## config.mk

```make
export PLATFORM = sky130hd
export DESIGN_NAME = pphi_parallel_port
export DESIGN_NICKNAME = d
export VERILOG_FILES = /design/src/hw/pphi_pkg.sv /design/src/hw/pphi_edge_sync.sv /design/src/hw/pphi_ctl_side.sv /design/src/hw/pphi_parallel_port.sv
export SDC_FILE = /design/constraint.sdc
export NUM_CORES = 1
export LEC_CHECK = 0
export ABC_AREA = 1
export BUFFER_PORTS_ARGS = -buffer_cell sky130_fd_sc_hd__buf_2
export CAP_MARGIN = 30
export CORE_MARGIN = 2
export CORE_UTILIZATION = 40
export CTS_CLUSTER_DIAMETER = 150
export DETAILED_ROUTE_END_ITERATION = 16
export GPL_TIMING_DRIVEN = 0
export PLACE_DENSITY = 0.68
export SETUP_SLACK_MARGIN = 0.5
export SLEW_MARGIN = 20
export SYNTH_ARGS = -nofsm -noshare
export SYNTH_HDL_FRONTEND = slang
export SYNTH_SLANG_ARGS = --single-unit
```

## constraint.sdc

```tcl
create_clock -name clk -period 1.05 [get_ports clk]
set_input_delay 0.315 -clock clk [delete_from_list [all_inputs] [get_ports clk]]
set_output_delay 0.315 -clock clk [all_outputs]
set_load 0.01 [all_outputs]
```

## src/hw/pphi_pkg.sv

```systemverilog
// Purpose: Shared constants for the dual parallel port with handshake lines
// Assumes: One 40 MHz clock, processor bus presented as plain ports
// Notes: Bit positions of the two control registers and register selects
`default_nettype none
package pphi_pkg;
   localparam int PORT_W = 8;
   // Control register field positions
   localparam int CTL_STB_IRQEN = 0;
   localparam int CTL_STB_EDGE = 1;
   localparam int CTL_ACCESS = 2;
   localparam int CTL_LINE_B3 = 3;
   localparam int CTL_LINE_B4 = 4;
   localparam int CTL_LINE_OUT = 5;
   localparam int CTL_FLAG_CTL = 6;
   localparam int CTL_FLAG_STB = 7;
   localparam int CTL_WR_W = 6;
   // Register select codes
   localparam logic [1:0] SEL_PORT_A = 2'h0;
   localparam logic [1:0] SEL_CTL_A = 2'h1;
   localparam logic [1:0] SEL_PORT_B = 2'h2;
   localparam logic [1:0] SEL_CTL_B = 2'h3;
   localparam logic [7:0] RESET_BYTE = 8'h00;
   // Control line modes
   typedef enum logic [1:0] {LM_INPUT, LM_HANDSHAKE, LM_PULSE, LM_STATIC} pphi_line_e;
endpackage : pphi_pkg
`default_nettype wire

```

## src/hw/pphi_edge_sync.sv

```systemverilog
// Purpose: Three-stage synchroniser with selectable active edge detection
// Assumes: Input comes from a pin outside the clock domain
// Notes: A change counts once the second and third stages agree
`default_nettype none
module pphi_edge_sync
(
   input wire logic clk, // System clock
   input wire logic rstn, // Async reset, active low
   input wire logic pinIn, // Raw pin level
   input wire logic riseSel, // 1 selects rising edge
   output logic level, // Filtered level
   output logic activeEdge // One-cycle pulse on selected edge
);
   logic s1_ff;
   logic s2_ff;
   logic s3_ff;
   logic level_ff;

   // Stage one feeds stage two only, to keep metastability contained
   always_ff @(posedge clk or negedge rstn)
   begin
      if (!rstn)
      begin
         s1_ff <= 1'b0;
         s2_ff <= 1'b0;
         s3_ff <= 1'b0;
      end
      else
      begin
         s1_ff <= pinIn;
         s2_ff <= s1_ff;
         s3_ff <= s2_ff;
      end
   end

   // Accept a new level when stages two and three agree
   always_ff @(posedge clk or negedge rstn)
   begin
      if (!rstn)
         level_ff <= 1'b0; // Matches cleared stages, no false edge
      else if (s2_ff == s3_ff)
         level_ff <= s3_ff;
   end

   assign level = level_ff;
   assign activeEdge = (s2_ff == s3_ff) && (s3_ff != level_ff) && (s3_ff == riseSel);
endmodule : pphi_edge_sync
`default_nettype wire

```

## src/hw/pphi_ctl_side.sv

```systemverilog
// Purpose: Flags, interrupt request and control line logic for one port side
// Assumes: Strobes from the bus decoder are single-cycle pulses
// Notes: Flag set wins over a same-cycle clear by a port read
`default_nettype none
module pphi_ctl_side
(
   input wire logic clk, // System clock
   input wire logic rstn, // Async reset, active low
   input wire logic [7:0] ctlReg, // Control register, bits 7..0, flags in 7 and 6
   input wire logic strobeEdge, // Selected edge of strobe input
   input wire logic ctlEdge, // Selected edge of control line
   input wire logic flagClr, // Port data read
   input wire logic pulseTrig, // Access that fires a pulse
   input wire logic hsTrig, // Access that starts handshake
   output logic flagStb, // Strobe flag
   output logic flagCtl, // Control line flag
   output logic irqOe, // Interrupt pull-down enable
   output logic lineOut, // Control line output level
   output logic lineOe // Control line output enable
);
   import pphi_pkg::*;
   logic flagStb_ff;
   logic flagCtl_ff;
   logic lineLvl_ff;
   pphi_line_e mode;

   // Mode decode from bits 5,4,3
   always_comb
   begin
      if (!ctlReg[CTL_LINE_OUT])
         mode = LM_INPUT;
      else if (ctlReg[CTL_LINE_B4])
         mode = LM_STATIC;
      else if (ctlReg[CTL_LINE_B3])
         mode = LM_PULSE;
      else
         mode = LM_HANDSHAKE;
   end

   // Strobe flag is set regardless of its enable
   always_ff @(posedge clk or negedge rstn)
   begin
      if (!rstn)
         flagStb_ff <= 1'b0;
      else if (strobeEdge)
         flagStb_ff <= 1'b1;
      else if (flagClr)
         flagStb_ff <= 1'b0;
   end

   // Control line flag only in input mode
   always_ff @(posedge clk or negedge rstn)
   begin
      if (!rstn)
         flagCtl_ff <= 1'b0;
      else if (ctlEdge && mode == LM_INPUT)
         flagCtl_ff <= 1'b1;
      else if (flagClr)
         flagCtl_ff <= 1'b0;
   end

   // Output level per mode; pulse lasts one cycle
   always_ff @(posedge clk or negedge rstn)
   begin
      if (!rstn)
         lineLvl_ff <= 1'b1;
      else
      begin
         case (mode)
            LM_STATIC: lineLvl_ff <= ctlReg[CTL_LINE_B3];
            LM_PULSE: lineLvl_ff <= !pulseTrig;
            LM_HANDSHAKE:
               if (hsTrig)
                  lineLvl_ff <= 1'b0;
               else if (strobeEdge)
                  lineLvl_ff <= 1'b1;
            default: lineLvl_ff <= 1'b1;
         endcase
      end
   end

   assign flagStb = flagStb_ff;
   assign flagCtl = flagCtl_ff;
   assign irqOe = (flagStb_ff && ctlReg[CTL_STB_IRQEN])
      || (flagCtl_ff && ctlReg[CTL_LINE_B3] && mode == LM_INPUT);
   assign lineOut = lineLvl_ff;
   assign lineOe = (mode != LM_INPUT);
endmodule : pphi_ctl_side
`default_nettype wire

```

## src/hw/pphi_parallel_port.sv

```systemverilog
// Purpose: Dual 8-bit parallel port with strobe and control lines and irqs
// Assumes: Processor access arrives as one-cycle strobes on the system clock
// Notes: Register select, direction-access bit and port read-back as below
`default_nettype none
module pphi_parallel_port
(
   input wire logic clk, // System clock, 40 MHz
   input wire logic rstn, // Async reset, active low
   input wire logic busSel, // Chip selected for this access
   input wire logic busRd, // One-cycle read strobe
   input wire logic busWr, // One-cycle write strobe
   input wire logic [1:0] regSel, // Register select
   input wire logic [pphi_pkg::PORT_W-1:0] wrData, // Write data
   output logic [pphi_pkg::PORT_W-1:0] rdData, // Read data, registered
   input wire logic [pphi_pkg::PORT_W-1:0] portAIn, // Port A pin levels
   output logic [pphi_pkg::PORT_W-1:0] portAOut, // Port A drive levels
   output logic [pphi_pkg::PORT_W-1:0] portAOe, // Port A drive enables
   input wire logic [pphi_pkg::PORT_W-1:0] portBIn, // Port B pin levels
   output logic [pphi_pkg::PORT_W-1:0] portBOut, // Port B drive levels
   output logic [pphi_pkg::PORT_W-1:0] portBOe, // Port B drive enables
   input wire logic aStrobeIn, // Side A strobe pin
   input wire logic aCtlIn, // Side A control line in
   output logic aCtlOut, // Side A control line out
   output logic aCtlOe, // Side A control line enable
   input wire logic bStrobeIn, // Side B strobe pin
   input wire logic bCtlIn, // Side B control line in
   output logic bCtlOut, // Side B control line out
   output logic bCtlOe, // Side B control line enable
   output logic irqANOut, // Request A level, always low
   output logic irqANOe, // Request A pull-down enable
   output logic irqBNOut, // Request B level, always low
   output logic irqBNOe // Request B pull-down enable
);
   import pphi_pkg::*;

   logic [CTL_WR_W-1:0] controlA_ff;
   logic [CTL_WR_W-1:0] controlB_ff;
   logic [PORT_W-1:0] directionA_ff;
   logic [PORT_W-1:0] directionB_ff;
   logic [PORT_W-1:0] outputA_ff;
   logic [PORT_W-1:0] outputB_ff;
   logic [PORT_W-1:0] rdData_ff;
   logic [PORT_W-1:0] portASync1_ff;
   logic [PORT_W-1:0] portASync2_ff;
   logic [PORT_W-1:0] portASync3_ff;
   logic [PORT_W-1:0] portALvl_ff;
   logic [PORT_W-1:0] portBSync1_ff;
   logic [PORT_W-1:0] portBSync2_ff;
   logic [PORT_W-1:0] portBSync3_ff;
   logic [PORT_W-1:0] portBLvl_ff;
   logic [7:0] ctlAFull;
   logic [7:0] ctlBFull;
   logic rdPortA;
   logic rdPortB;
   logic wrPortB;
   logic anyAccess;
   logic aStbLvl;
   logic aStbEdge;
   logic aCtlLvl;
   logic aCtlEdge;
   logic bStbLvl;
   logic bStbEdge;
   logic bCtlLvl;
   logic bCtlEdge;
   logic flagAStb;
   logic flagACtl;
   logic flagBStb;
   logic flagBCtl;
   logic irqAOe;
   logic irqBOe;

   // Data location decode, used for both sides
   function automatic logic hitData(input logic [1:0] sel, input logic [1:0] code,
      input logic accessBit);
      hitData = (sel == code) && accessBit;
   endfunction : hitData

   function automatic logic hitDir(input logic [1:0] sel, input logic [1:0] code,
      input logic accessBit);
      hitDir = (sel == code) && !accessBit;
   endfunction : hitDir

   assign rdPortA = busSel && busRd && hitData(regSel, SEL_PORT_A, controlA_ff[CTL_ACCESS]);
   assign rdPortB = busSel && busRd && hitData(regSel, SEL_PORT_B, controlB_ff[CTL_ACCESS]);
   assign wrPortB = busSel && busWr && hitData(regSel, SEL_PORT_B, controlB_ff[CTL_ACCESS]);
   assign anyAccess = busSel && (busRd || busWr);

   // Control registers; flags live in the side modules
   always_ff @(posedge clk or negedge rstn)
   begin
      if (!rstn)
      begin
         controlA_ff <= '0;
         controlB_ff <= '0;
      end
      else if (busSel && busWr)
      begin
         if (regSel == SEL_CTL_A)
            controlA_ff <= wrData[CTL_WR_W-1:0];
         if (regSel == SEL_CTL_B)
            controlB_ff <= wrData[CTL_WR_W-1:0];
      end
   end

   // Direction and output registers share an address, bit 2 picks
   always_ff @(posedge clk or negedge rstn)
   begin
      if (!rstn)
      begin
         directionA_ff <= RESET_BYTE;
         directionB_ff <= RESET_BYTE;
         outputA_ff <= RESET_BYTE;
         outputB_ff <= RESET_BYTE;
      end
      else if (busSel && busWr)
      begin
         if (hitDir(regSel, SEL_PORT_A, controlA_ff[CTL_ACCESS]))
            directionA_ff <= wrData;
         if (hitData(regSel, SEL_PORT_A, controlA_ff[CTL_ACCESS]))
            outputA_ff <= wrData;
         if (hitDir(regSel, SEL_PORT_B, controlB_ff[CTL_ACCESS]))
            directionB_ff <= wrData;
         if (wrPortB)
            outputB_ff <= wrData;
      end
   end

   // Port pins pass three stages; second and third must agree
   always_ff @(posedge clk or negedge rstn)
   begin
      if (!rstn)
      begin
         portASync1_ff <= RESET_BYTE;
         portASync2_ff <= RESET_BYTE;
         portASync3_ff <= RESET_BYTE;
         portBSync1_ff <= RESET_BYTE;
         portBSync2_ff <= RESET_BYTE;
         portBSync3_ff <= RESET_BYTE;
      end
      else
      begin
         portASync1_ff <= portAIn;
         portASync2_ff <= portASync1_ff;
         portASync3_ff <= portASync2_ff;
         portBSync1_ff <= portBIn;
         portBSync2_ff <= portBSync1_ff;
         portBSync3_ff <= portBSync2_ff;
      end
   end

   // Per-bit agreement filter
   genvar gi;
   generate
      for (gi = 0; gi < PORT_W; gi++)
      begin : g_filt
         always_ff @(posedge clk or negedge rstn)
         begin
            if (!rstn)
            begin
               portALvl_ff[gi] <= 1'b0;
               portBLvl_ff[gi] <= 1'b0;
            end
            else
            begin
               if (portASync2_ff[gi] == portASync3_ff[gi])
                  portALvl_ff[gi] <= portASync3_ff[gi];
               if (portBSync2_ff[gi] == portBSync3_ff[gi])
                  portBLvl_ff[gi] <= portBSync3_ff[gi];
            end
         end
      end
   endgenerate

   assign ctlAFull = {flagAStb, flagACtl, controlA_ff};
   assign ctlBFull = {flagBStb, flagBCtl, controlB_ff};

   // Read mux; port A always from pins, port B outputs from register
   always_ff @(posedge clk or negedge rstn)
   begin
      if (!rstn)
         rdData_ff <= RESET_BYTE;
      else if (busSel && busRd)
      begin
         case (regSel)
            SEL_PORT_A:
               rdData_ff <= controlA_ff[CTL_ACCESS] ? portALvl_ff : directionA_ff;
            SEL_CTL_A: rdData_ff <= ctlAFull;
            SEL_PORT_B:
               rdData_ff <= controlB_ff[CTL_ACCESS] ?
                  ((outputB_ff & directionB_ff) | (portBLvl_ff & ~directionB_ff)) :
                  directionB_ff;
            SEL_CTL_B: rdData_ff <= ctlBFull;
            default: rdData_ff <= RESET_BYTE;
         endcase
      end
   end
   assign rdData = rdData_ff;

   // Port drivers; a clear direction bit floats the line
   assign portAOut = outputA_ff;
   assign portAOe = directionA_ff;
   assign portBOut = outputB_ff;
   assign portBOe = directionB_ff;

   // Edge detectors for the four control pins
   pphi_edge_sync u_aStb (.clk(clk), .rstn(rstn), .pinIn(aStrobeIn),
      .riseSel(controlA_ff[CTL_STB_EDGE]), .level(aStbLvl), .activeEdge(aStbEdge));
   pphi_edge_sync u_aCtl (.clk(clk), .rstn(rstn), .pinIn(aCtlIn),
      .riseSel(controlA_ff[CTL_LINE_B4]), .level(aCtlLvl), .activeEdge(aCtlEdge));
   pphi_edge_sync u_bStb (.clk(clk), .rstn(rstn), .pinIn(bStrobeIn),
      .riseSel(controlB_ff[CTL_STB_EDGE]), .level(bStbLvl), .activeEdge(bStbEdge));
   pphi_edge_sync u_bCtl (.clk(clk), .rstn(rstn), .pinIn(bCtlIn),
      .riseSel(controlB_ff[CTL_LINE_B4]), .level(bCtlLvl), .activeEdge(bCtlEdge));

   // Side A: pulse on any access, handshake on port read
   pphi_ctl_side u_sideA (.clk(clk), .rstn(rstn), .ctlReg(ctlAFull),
      .strobeEdge(aStbEdge), .ctlEdge(aCtlEdge), .flagClr(rdPortA),
      .pulseTrig(anyAccess), .hsTrig(rdPortA),
      .flagStb(flagAStb), .flagCtl(flagACtl), .irqOe(irqAOe),
      .lineOut(aCtlOut), .lineOe(aCtlOe));
   // Side B: pulse and handshake on output register write
   pphi_ctl_side u_sideB (.clk(clk), .rstn(rstn), .ctlReg(ctlBFull),
      .strobeEdge(bStbEdge), .ctlEdge(bCtlEdge), .flagClr(rdPortB),
      .pulseTrig(wrPortB), .hsTrig(wrPortB),
      .flagStb(flagBStb), .flagCtl(flagBCtl), .irqOe(irqBOe),
      .lineOut(bCtlOut), .lineOe(bCtlOe));

   // Open drain: pull low only, never drive high
   assign irqANOut = 1'b0;
   assign irqANOe = irqAOe;
   assign irqBNOut = 1'b0;
   assign irqBNOe = irqBOe;
endmodule : pphi_parallel_port
`default_nettype wire

```

* Yosys cells after proc, flatten, opt, wreduce, memory -nomap -nowiden *
Index checks and enable logic that the tools add are counted.

operators by class
  eq/ne operators = 39
  muxes and demuxes = 21
  bitwise gates (word level) = 4
  reductions and logical operators = 48

operators with widths
  operator                                                          count
  8-bit one-hot mux with 4 select lines                             1
  1-bit logical AND                                                 26
  1-bit == test                                                     24
  8-bit AND                                                         2
  8-bit two-way mux                                                 2
  2-bit == test (second input constant)                             6
  2-bit two-way mux                                                 6
  2-bit AND reduction                                               6
  2-bit nonzero test                                                6
  1-bit two-way mux                                                 10
  8-bit NOT                                                         1
  8-bit bitwise OR                                                  1
  2-bit by 1-bit == test with 1-bit output (second input constant)  3
  2-bit logical NOT                                                 3
  1-bit one-hot mux with 3 select lines                             2
  1-bit logical NOT                                                 4
  1-bit != test                                                     4
  1-bit logical OR                                                  3
  3-bit by 2-bit != test with 1-bit output (second input constant)  1
  3-bit != test (second input constant)                             1

storage, ports and cells
  register bits after elaboration = 138
  output and inout port bits = 48
  word-level logic and storage cells = 163

* Depth between registers and ports, before layout *
Gate-level depths: netlist of run 1.

  depth in word-level cells = 6
  gate-level depth with buffers = 8

* Hierarchy *
A second synthesis of run 1 with hierarchy kept.

second synthesis, totals
  cells, all modules = 521
  area, all modules = 5,282.6 µm²

modules (own cells, without submodules)
  module              instances  cells an instance  area each (µm²)  sequential area each (µm²)
  pphi_parallel_port  1          417                4,391.7          2,902.8
  pphi_edge_sync      4          15                 142.6            100.1
  pphi_ctl_side       2          22                 160.2            76.3

* Least setup slack after synthesis of run 1 *
OpenSTA, ideal clock, no wires.

  kind = input port to flip-flop
  start = in regSel[0]
  end = reg directionB_ff[6] (netlist: portBOe[6])
  setup time = 0.120 ns
  data arrival time = 1.026 ns
  required time = 0.930 ns
  slack = -0.096 ns
  cell stages on the path = 8
  path buffers = 2
  path through = inv_2 nand2_2 inv_2 buf_6 nand3_4 buf_6 nand2_2 o21ai_2

between the ends
  cells in the longest elaborated chain, start to end = 3

ends and longest elaborated chain
  what                           line                       RTL
  start, declared                pphi_parallel_port.sv:12   input wire logic [1:0] regSel,
  2-bit == test                  pphi_parallel_port.sv:80   hitDir = (sel == code) && !accessBit;
  1-bit logical AND              pphi_parallel_port.sv:80
  2-bit AND reduction (no line)  n/a
  end signal, assigned           pphi_parallel_port.sv:122  directionB_ff <= wrData;
  end, declared                  pphi_parallel_port.sv:39   logic [PORT_W-1:0] directionB_ff;

Every way passes these cells.
A chain may end at the register's enable or synchronous reset.

* Worst setup path after layout of run 1 *
  start = reg controlB_ff[3]
  end = out irqBNOe

between the ends
  cells in the longest elaborated chain, start to end = 6

ends and longest elaborated chain
  what                    line                       RTL
  start, declared         pphi_parallel_port.sv:37   logic [CTL_WR_W-1:0] controlB_ff;
  start signal, assigned  pphi_parallel_port.sv:101  controlB_ff <= wrData[CTL_WR_W-1:0];
  2-bit two-way mux       pphi_ctl_side.sv:34        else if (ctlReg[CTL_LINE_B3])
  2-bit two-way mux       pphi_ctl_side.sv:32        else if (ctlReg[CTL_LINE_B4])
  2-bit two-way mux       pphi_ctl_side.sv:30        if (!ctlReg[CTL_LINE_OUT])
  2-bit logical NOT       pphi_ctl_side.sv:85        || (flagCtl_ff && ctlReg[CTL_LINE_B3] && mode == LM_INPUT);
  1-bit logical AND (*)   pphi_ctl_side.sv:85
  1-bit logical OR (*)    pphi_ctl_side.sv:85
  end, declared           pphi_parallel_port.sv:32   output logic irqBNOe

Mark *: on every way between the ends. The rest lies on a longest branch, timed or not.

==> impl_metrics.ini, run 1 <==
[drt]
drt_pass1_iterations = 4
ant_nets = 0
initialDrtViolationCount = 303
wire_per_inst_um = 17.2
vias = 4131
avgViaCountPerCell = 4.87
drc = 0
routed_wl_um = 14600

[pwr]
combPwrFrac_pct = 25.4
power.total_mw = 17.4
power.switching_mw = 5.00
p_leak_nw = 3.85
vdd_ir_drop_max_mv = 1.50
p_int_mw = 12.4
power_frac_clock_pct = 36.8
p_seq_share_pct = 37.8
switching_share_pct = 28.7
powerDensity_nw_per_um2 = 2170

[synth]
synth_cells = 473
syn_avg_cell_area_um2 = 10.8
ys_seq_area_share_pct = 67.7
muxShareOfSynthArea_pct = 0
synthSimpleGateAreaFrac_pct = 18.2
synth_cell_types = 30
synth-xor-area-share_pct = 0
yosysWarnings = 0
synth_edf_count = 0
synth.most_common_cell = dfrtp_1
synth_top_cell_area_share_pct = 66.6
synth_compound_gate_area_share_pct = 6.27
synthAdderAreaFrac_pct = 3.14
synth_area_leaders = dfrtp_1 (67%), nand2_1 (8.9%), nor2_1 (3.3%), maj3_1 (3.1%), nand3_1 (2.9%)
synth_commonest_cells = dfrtp_1 (136), nand2_1 (121), nor2_1 (45)
async_flop_share_pct = 100
syn_area_um2 = 5110
synth_top_area_cell = dfrtp_1
synth_top_family_by_area = simple AND/OR/NAND/NOR gates
ys.flop_type = dfrtp_1
synth_seq_cells = 138

[sta]
setup-violations-final = 85
hold_viol = 68
drv_slew = 0
fin_ws_ns = -0.545
period_share_pct = 152
period_needed_ns = 1.60
fmax_mhz = 627
rsz0062_at_grt = true
whs_ns = -0.224
skew_ns = 0.0139

[final_layout]
syn2layout_area_growth_pct = 57.4
ff_latch_area_um2 = 3460
multi_input_area_um2 = 1980
drive_above_1_share_pct = 55.8
fillCellCount = 910
design_area_um2 = 8040
final_nets = 698
antennaDiodeCount = 0
final_util_pct = 64.2

[grt]
grt_pass1_wl_um = 21000
grt-ovfl-total = 0
grt_max_degree = 76
gr-usage-all-layers_pct = 21.0
grt_pass1_vias = 4122
antenna_found_initial = 0

[placed_design]
port_buffers = 80
place_congestion = 0.813
place_area_um2 = 5930
dp_hpwl_um = 8200
post-place-ws_ns = -0.472

[critical_path]
rr_worst_depth = 9
regToRegSetupSlack_ns = -0.32
r2r_start = controlB_ff[2]
crit_type = flop to primary output
required_ns = 0.73
cp-start-kind = flop
cp.arrival_ns = 1.28
worst-path-max-fanout = 2
timing.rr.end = rdData[1]
crit_path_end_kind = primary output

[flow_run]
maxCapViolCount = 0

[floorplan]
fp-row-count = 41
num_io_pins = 83
core_area_um2 = 12500
start_util_pct = 40.8
die_x_um = 117
dieArea_um2 = 13700
fp.dieH_um = 117

[clock_network]
insertion_delay_ns = 0.43
h-tree-depth = 4
ctsRootBufferMaster = clkbuf_16
clock-sinks = 138
tritoncts = done
clockBufferDepth = 2
cts_buffers = 17
clk_pin_slew_ns = 0.06

[min_path]
holdCritPathClass = input port to asynchronous set/reset pin

[outcome]
violations = negative hold slack, negative setup slack
outcome = finished, violations left
==> what timing repair did <==
| action | 4_1_cts | 5_1_grt |
|---|---|---|
| endpoints found under the setup margin | 199 | 144 |
| pin swaps | 37 | 33 |
| buffers inserted | 60 | 22 |
| cloned | 6 | 1 |
| hold endpoints to repair | 78 | 78 |
| gates resized for setup | 114 | 79 |
==> area by class of cell <==
type,count,share of cell area (%)
well taps,172,2.68
inverters,38,2.27
clock buffers,19,5.63
multi-input cells,285,24.6
plain buffers,14,1.93
repair buffers,169,17.5
clock inverters,13,2.33
flip-flops and latches,138,43.0
==> power by group through the flow <==
| stage | Sequential [mW] | Combinational [mW] | Clock, mW |
|---|---|---|---|
| finish | 6.58 | 4.42 | 6.42 |
| global route | 6.64 | 4.73 | 6.72 |
| CTS | 6.54 | 3.61 | 6.44 |
| detailed placement | 6.69 | 2.33 | 0 |
| global placement | 6.66 | 2.24 | 0 |
| floorplan | 6.74 | 1.19 | 0 |
==> kinds of logic (layout without fill, tap and decap cells) <==
group,count (synthesis),after routing
AOI/OAI and AO/OA,55,55
adders and majority gates,16,16
buffers and inverters,52,253
DFF,138,138
other,1,2
and+or+nand+nor,211,212
==> worst max-delay path: stages, from the launching register on <==
cell     delay [ns]
dfrtp_1        0.36
inv_2          0.06
o32ai_4        0.27
buf_2          0.17
==> worst max path at each step <==
stage | startpoint | end | slack, ns
2_1_floorplan | regSel[0] | portAOe[7] | -0.01
3_3_place_gp | rstn | portBSync1_ff[1] | -2.10
3_5_place_dp | busSel | rdData[7] | -0.47
4_1_cts | controlB_ff[3] | irqBNOe | -0.56
5_1_grt | u_sideB.flagCtl | irqBNOe | -0.59
6_report | controlB_ff[3] | irqBNOe | -0.55
==> metrics by stage <==
step	hold WS [ns]	setup TNS (ns)	std cells
floorplan	0.0194	-0.139	474
global placement	0.332	-303.07	726
detailed placement	0.287	-17.39	727
CTS	-0.209	-14.61	825
global route	-0.193	-19.12	848
finish	-0.224	-15.61	848
==> layer usage <==
metal	vias up	routed length, um	global-route usage (%)
li1	1910	-	-
met1	2056	5740	27.1
met2	132	7510	33.5
met3	33	943	6.18
met4	0	382	8.39
met5	-	0	0
==> cell usage in the layout, fill, tap and decap left out, types with 18 or more instances in the layout <==
| master | n |
|---|---|
| buf_2 | 60 |
| buf_4 | 58 |
| buf_6 | 53 |
| clkbuf_16 | 18 |
| dfrtp_1 | 132 |
| inv_1 | 24 |
| nand2_1 | 85 |
| nand2_2 | 27 |
| nand3_2 | 19 |
| nor2_1 | 27 |
| o21ai_2 | 34 |
(Power assumes the default switching activity.)
==> run 2: changes to the inputs <==
--- a/config.mk
+++ b/config.mk
@@ -8,13 +8,16 @@
 export ABC_AREA = 1
 export BUFFER_PORTS_ARGS = -buffer_cell sky130_fd_sc_hd__buf_2
 export CAP_MARGIN = 30
+export CELL_PAD_IN_SITES_DETAIL_PLACEMENT = 1
+export CELL_PAD_IN_SITES_GLOBAL_PLACEMENT = 2
 export CORE_MARGIN = 2
-export CORE_UTILIZATION = 40
+export CORE_UTILIZATION = 32
 export CTS_CLUSTER_DIAMETER = 150
 export DETAILED_ROUTE_END_ITERATION = 16
 export GPL_TIMING_DRIVEN = 0
-export PLACE_DENSITY = 0.68
+export PLACE_DENSITY = 0.8
 export SETUP_SLACK_MARGIN = 0.5
+export SKIP_CTS_REPAIR_TIMING = 1
 export SLEW_MARGIN = 20
 export SYNTH_ARGS = -nofsm -noshare
 export SYNTH_HDL_FRONTEND = slang
==> run 2 against run 1 <==
- critical path type unchanged
- count of clock-buffer cells in the layout down 2
- worst setup slack worse by 0.029 ns
- sequential share of layout area increased by 2.2 points
- core utilization shrank 15 points
- global-route usage shrank 3.7 points
- sequential power increased by 1%
- largest cell class unchanged
- the flow still finishes with violations (negative hold slack, negative setup slack)
- routed wire length is 4.5% higher
- register-to-register slack improved by 0.11 ns
==> impl_metrics.ini, run 2 (synthesized netlist as in run 1, its figures left out) <==
[final_layout]
antennaDiodeCount = 0
final_nets = 666
syn2layout_area_growth_pct = 50.3
drive_above_1_share_pct = 53.4
final_util_pct = 48.9
fillCellCount = 1681
final_common_cell = dfrtp_1
layout_common_cells = dfrtp_1 (125), nand2_1 (96), buf_2 (64), buf_4 (45), o21ai_2 (35)
design_area_um2 = 7680

[outcome]
violations = negative hold slack, negative setup slack
outcome = finished, violations left

[drt]
avgViaCountPerCell = 4.52
vias = 3883
drc = 0
wire_per_inst_um = 17.7
initialDrtViolationCount = 150
ant_nets = 0
routed_wl_um = 15200
drt_pass1_iterations = 5

[floorplan]
num_io_pins = 83
dieArea_um2 = 17000
fp-row-count = 46
die_x_um = 130
fp.dieH_um = 130
start_util_pct = 32.5
core_area_um2 = 15700

[critical_path]
crit_type = flop to primary output
cp-start-kind = flop
crit_path_end_kind = primary output
required_ns = 0.73
worst-path-max-fanout = 2
cp.arrival_ns = 1.31
regToRegSetupSlack_ns = -0.21

[sta]
fin_ws_ns = -0.574
period_share_pct = 155
skew_ns = 0.00714
fmax_mhz = 616
period_needed_ns = 1.62
drv_slew = 0
rsz0062_at_grt = true
whs_ns = -0.217
hold_viol = 86
setup-violations-final = 87

[pwr]
powerDensity_nw_per_um2 = 2090
p_int_mw = 11.0
switching_share_pct = 31.7
power.switching_mw = 5.09
p_seq_share_pct = 41.6
power_frac_clock_pct = 35.6
p_leak_nw = 3.64
power.total_mw = 16.1
vdd_ir_drop_max_mv = 1.39
combPwrFrac_pct = 22.8

[clock_network]
tritoncts = done
clk_pin_slew_ns = 0.06
ctsRootBufferMaster = clkbuf_16
clockBufferDepth = 2
h-tree-depth = 4
clock-sinks = 138
insertion_delay_ns = 0.43
cts_buffers = 17

[grt]
gr-usage-all-layers_pct = 17.3
grt-ovfl-total = 0
grt_pass1_vias = 3904
grt_pass1_wl_um = 21400
antenna_found_initial = 0
grt_max_degree = 72

[placed_design]
place_congestion = 0.783
port_buffers = 80
dp_hpwl_um = 9450
place_area_um2 = 5990
post-place-ws_ns = -0.511

[min_path]
holdCritPathClass = input port to asynchronous set/reset pin

[flow_run]
maxCapViolCount = 0
## run 2: critical path, cell delays in order (launching register included)
cell and delay, ns:
dfrtp_1 0.37, inv_2 0.06, o32ai_4 0.27, buf_2 0.17
## run 2: per-stage QoR
stage                     std cells  setup TNS (ns)
after global routing            860          -18.86
after CTS                       803          -18.75
after detailed placement        771          -19.86
after floorplan                 474          -0.139
after global placement          770         -311.92
final                           860          -15.12
## run 2: cell type report
| type | count | area [um^2] | share of cell area, % |
|---|---|---|---|
| Multi-Input combinational cell | 284 | 1930 | 25.2 |
| Clock inverter | 15 | 131 | 1.71 |
| Inverter | 38 | 190 | 2.48 |
| Buffer | 14 | 155 | 2.02 |
| Timing Repair Buffer | 138 | 1100 | 14.4 |
| Sequential cell | 138 | 3470 | 45.2 |
| Clock buffer | 17 | 425 | 5.54 |
| Tap cell | 216 | 270 | 3.52 |
## run 2: power groups by stage
stage | Combinational (mW) | Clock [mW] | Sequential [mW]
floorplan | 1.19 | 0 | 6.74
global placement | 2.26 | 0 | 6.68
detailed placement | 2.37 | 0 | 6.71
CTS | 2.39 | 5.78 | 6.63
global route | 3.99 | 6.08 | 6.76
finish | 3.66 | 5.72 | 6.67
## run 2: worst paths after layout
check | start | end | cells past startpoint
max | controlB_ff[3] | irqBNOe | 3
min | rstn | portASync1_ff[7] | 1
max reg2reg | controlB_ff[2] | rdData[7] | 8
min reg2reg | u_bStb.s1_ff | u_bStb.s2_ff | 0
max in group asynchronous | rstn | portALvl_ff[7] | 2
min in group clk | portAIn[5] | portASync1_ff[5] | 1
## run 2: layer usage
layer	track usage [%]	wire length, um
met1	22.7	6730
met2	28.1	7850
met3	4.88	491
met4	5.07	171
met5	0	0
==> run 3: changes to the inputs <==
==> constraint.sdc (replaced) <==
create_clock -name clk -period 1.05 [get_ports clk]
set_input_delay 0.1575 -clock clk [delete_from_list [all_inputs] [get_ports clk]]
set_output_delay 0.1575 -clock clk [all_outputs]
set_load 0.01 [all_outputs]
==> run 3 against run 2 <==
- the run still ends with negative hold slack, negative setup slack left
- via count increased by 2.7%
- final cell count increased by 3.1%
- die area unchanged
- worst setup slack improved by 0.18 ns
- clock power increased by 8.7%
- non-clock buffer count increased by 25
- sequential cell count unchanged
- critical path type unchanged
- largest cell class unchanged
- highest routed layer unchanged
==> impl_metrics.ini, run 3 (synthesized netlist as in run 1, its figures left out) <==
[pwr]
power_frac_clock_pct = 37.2
powerDensity_nw_per_um2 = 2120
p_seq_share_pct = 40.0
vdd_ir_drop_max_mv = 1.17
p_leak_nw = 3.75
power.switching_mw = 4.76
combPwrFrac_pct = 22.8
power.total_mw = 16.7
p_int_mw = 12.0
switching_share_pct = 28.5

[sta]
drv_slew = 0
fin_setup_tns_ns = -8.46
period_share_pct = 137
setup-violations-final = 79
hold_viol = 137
skew_ns = 0.00622
whs_ns = -0.407
rsz0062_at_grt = true
period_needed_ns = 1.44
fmax_mhz = 693
fin_ws_ns = -0.393

[final_layout]
syn2layout_area_growth_pct = 54.7
drive_above_1_share_pct = 51.4
final_util_pct = 50.3
ff_latch_area_um2 = 3470
antennaDiodeCount = 0
design_area_um2 = 7900
fillCellCount = 1686
final_common_cell = dfrtp_1
layout_common_cells = dfrtp_1 (125), nand2_1 (91), buf_2 (62), buf_4 (43), buf_6 (38)
multi_input_area_um2 = 1870
final_nets = 693
stdcell_count = 887

[drt]
initialDrtViolationCount = 167
vias = 3986
routed_wl_um = 15200
highest_layer = met4
avgViaCountPerCell = 4.49
drc = 0
wl_met2_um = 7900
wire_per_inst_um = 17.1
ant_nets = 0
wl_met3_um = 548
wl_met1_um = 6530
drt_pass1_iterations = 4

[grt]
gr-usage-all-layers_pct = 16.6
grt_max_degree = 93
grt_pass1_wl_um = 20700
grt-ovfl-total = 0
antenna_found_initial = 0
grt_pass1_vias = 3943

[critical_path]
regToRegSetupSlack_ns = -0.23
cp-start-kind = flop
cp_cell_sequence = inv_2 -> o32ai_4 -> buf_2
required_ns = 0.89
crit_path_end_kind = primary output
max_stage_delay_ns = 0.38
crit_type = flop to primary output
worst-path-max-fanout = 2
cp.arrival_ns = 1.29
crit_slowest_cell = dfrtp_1

[floorplan]
fp-row-count = 46
die_x_um = 130
dieArea_um2 = 17000
num_io_pins = 83
core_area_um2 = 15700
start_util_pct = 32.5
fp.dieH_um = 130

[placed_design]
port_buffers = 80
placed_cells = 771
place_area_um2 = 5970
place_congestion = 0.827
dp_hpwl_um = 9260
post-place-ws_ns = -0.515

[clock_network]
tritoncts = done
cts_buffers = 17
ctsRootBufferMaster = clkbuf_16
clk_pin_slew_ns = 0.06
h-tree-depth = 4
clockBufferDepth = 2
insertion_delay_ns = 0.42
clock-sinks = 138

[outcome]
outcome = finished, violations left
violations = negative hold slack, negative setup slack

[min_path]
holdCritPathClass = input port to asynchronous set/reset pin

[flow_run]
maxCapViolCount = 0
## run 3: worst paths after layout
check / startpoint / to / cells past startpoint
worst max-delay path: u_sideB.flagCtl / irqBNOe / 3
worst min-delay path: rstn / portASync1_ff[0] / 1
worst max register to register: controlB_ff[2] / rdData[4] / 8
worst min register to register: portASync1_ff[4] / portASync2_ff[4] / 0
max in group asynchronous: rstn / portAOe[6] / 2
min in group clk: wrData[5] / controlB_ff[5] / 3
## run 3: routing by layer
metal	vias up	track usage, %
met5	-	0
met4	0	5.44
met3	15	4.76
met2	76	26.7
met1	2003	21.7
li1	1892	-
## run 3: power groups by stage
stage	combinational [mW]	sequential, mW	clock [mW]
floorplan	1.18	6.74	0
global placement	2.25	6.69	0
detailed placement	2.36	6.72	0
CTS	2.39	6.63	6.33
global route	4.13	6.78	6.57
finish	3.81	6.69	6.22
## run 3: final cells by class
class	instances	share of cell area (%)
repair buffers	163	17.0
clock inverters	11	1.81
multi-input cells	286	23.7
clock buffers	21	6.08
flip-flops and latches	138	43.9
plain buffers	14	1.98
well taps	216	3.42
inverters	38	2.12
## run 3: worst max-delay path, delay by kind of cell (launching register included)
family	cells	cell delay, ns
AOI/OAI and AO/OA	1	0.24
buffers and inverters	2	0.24
DFF	1	0.38
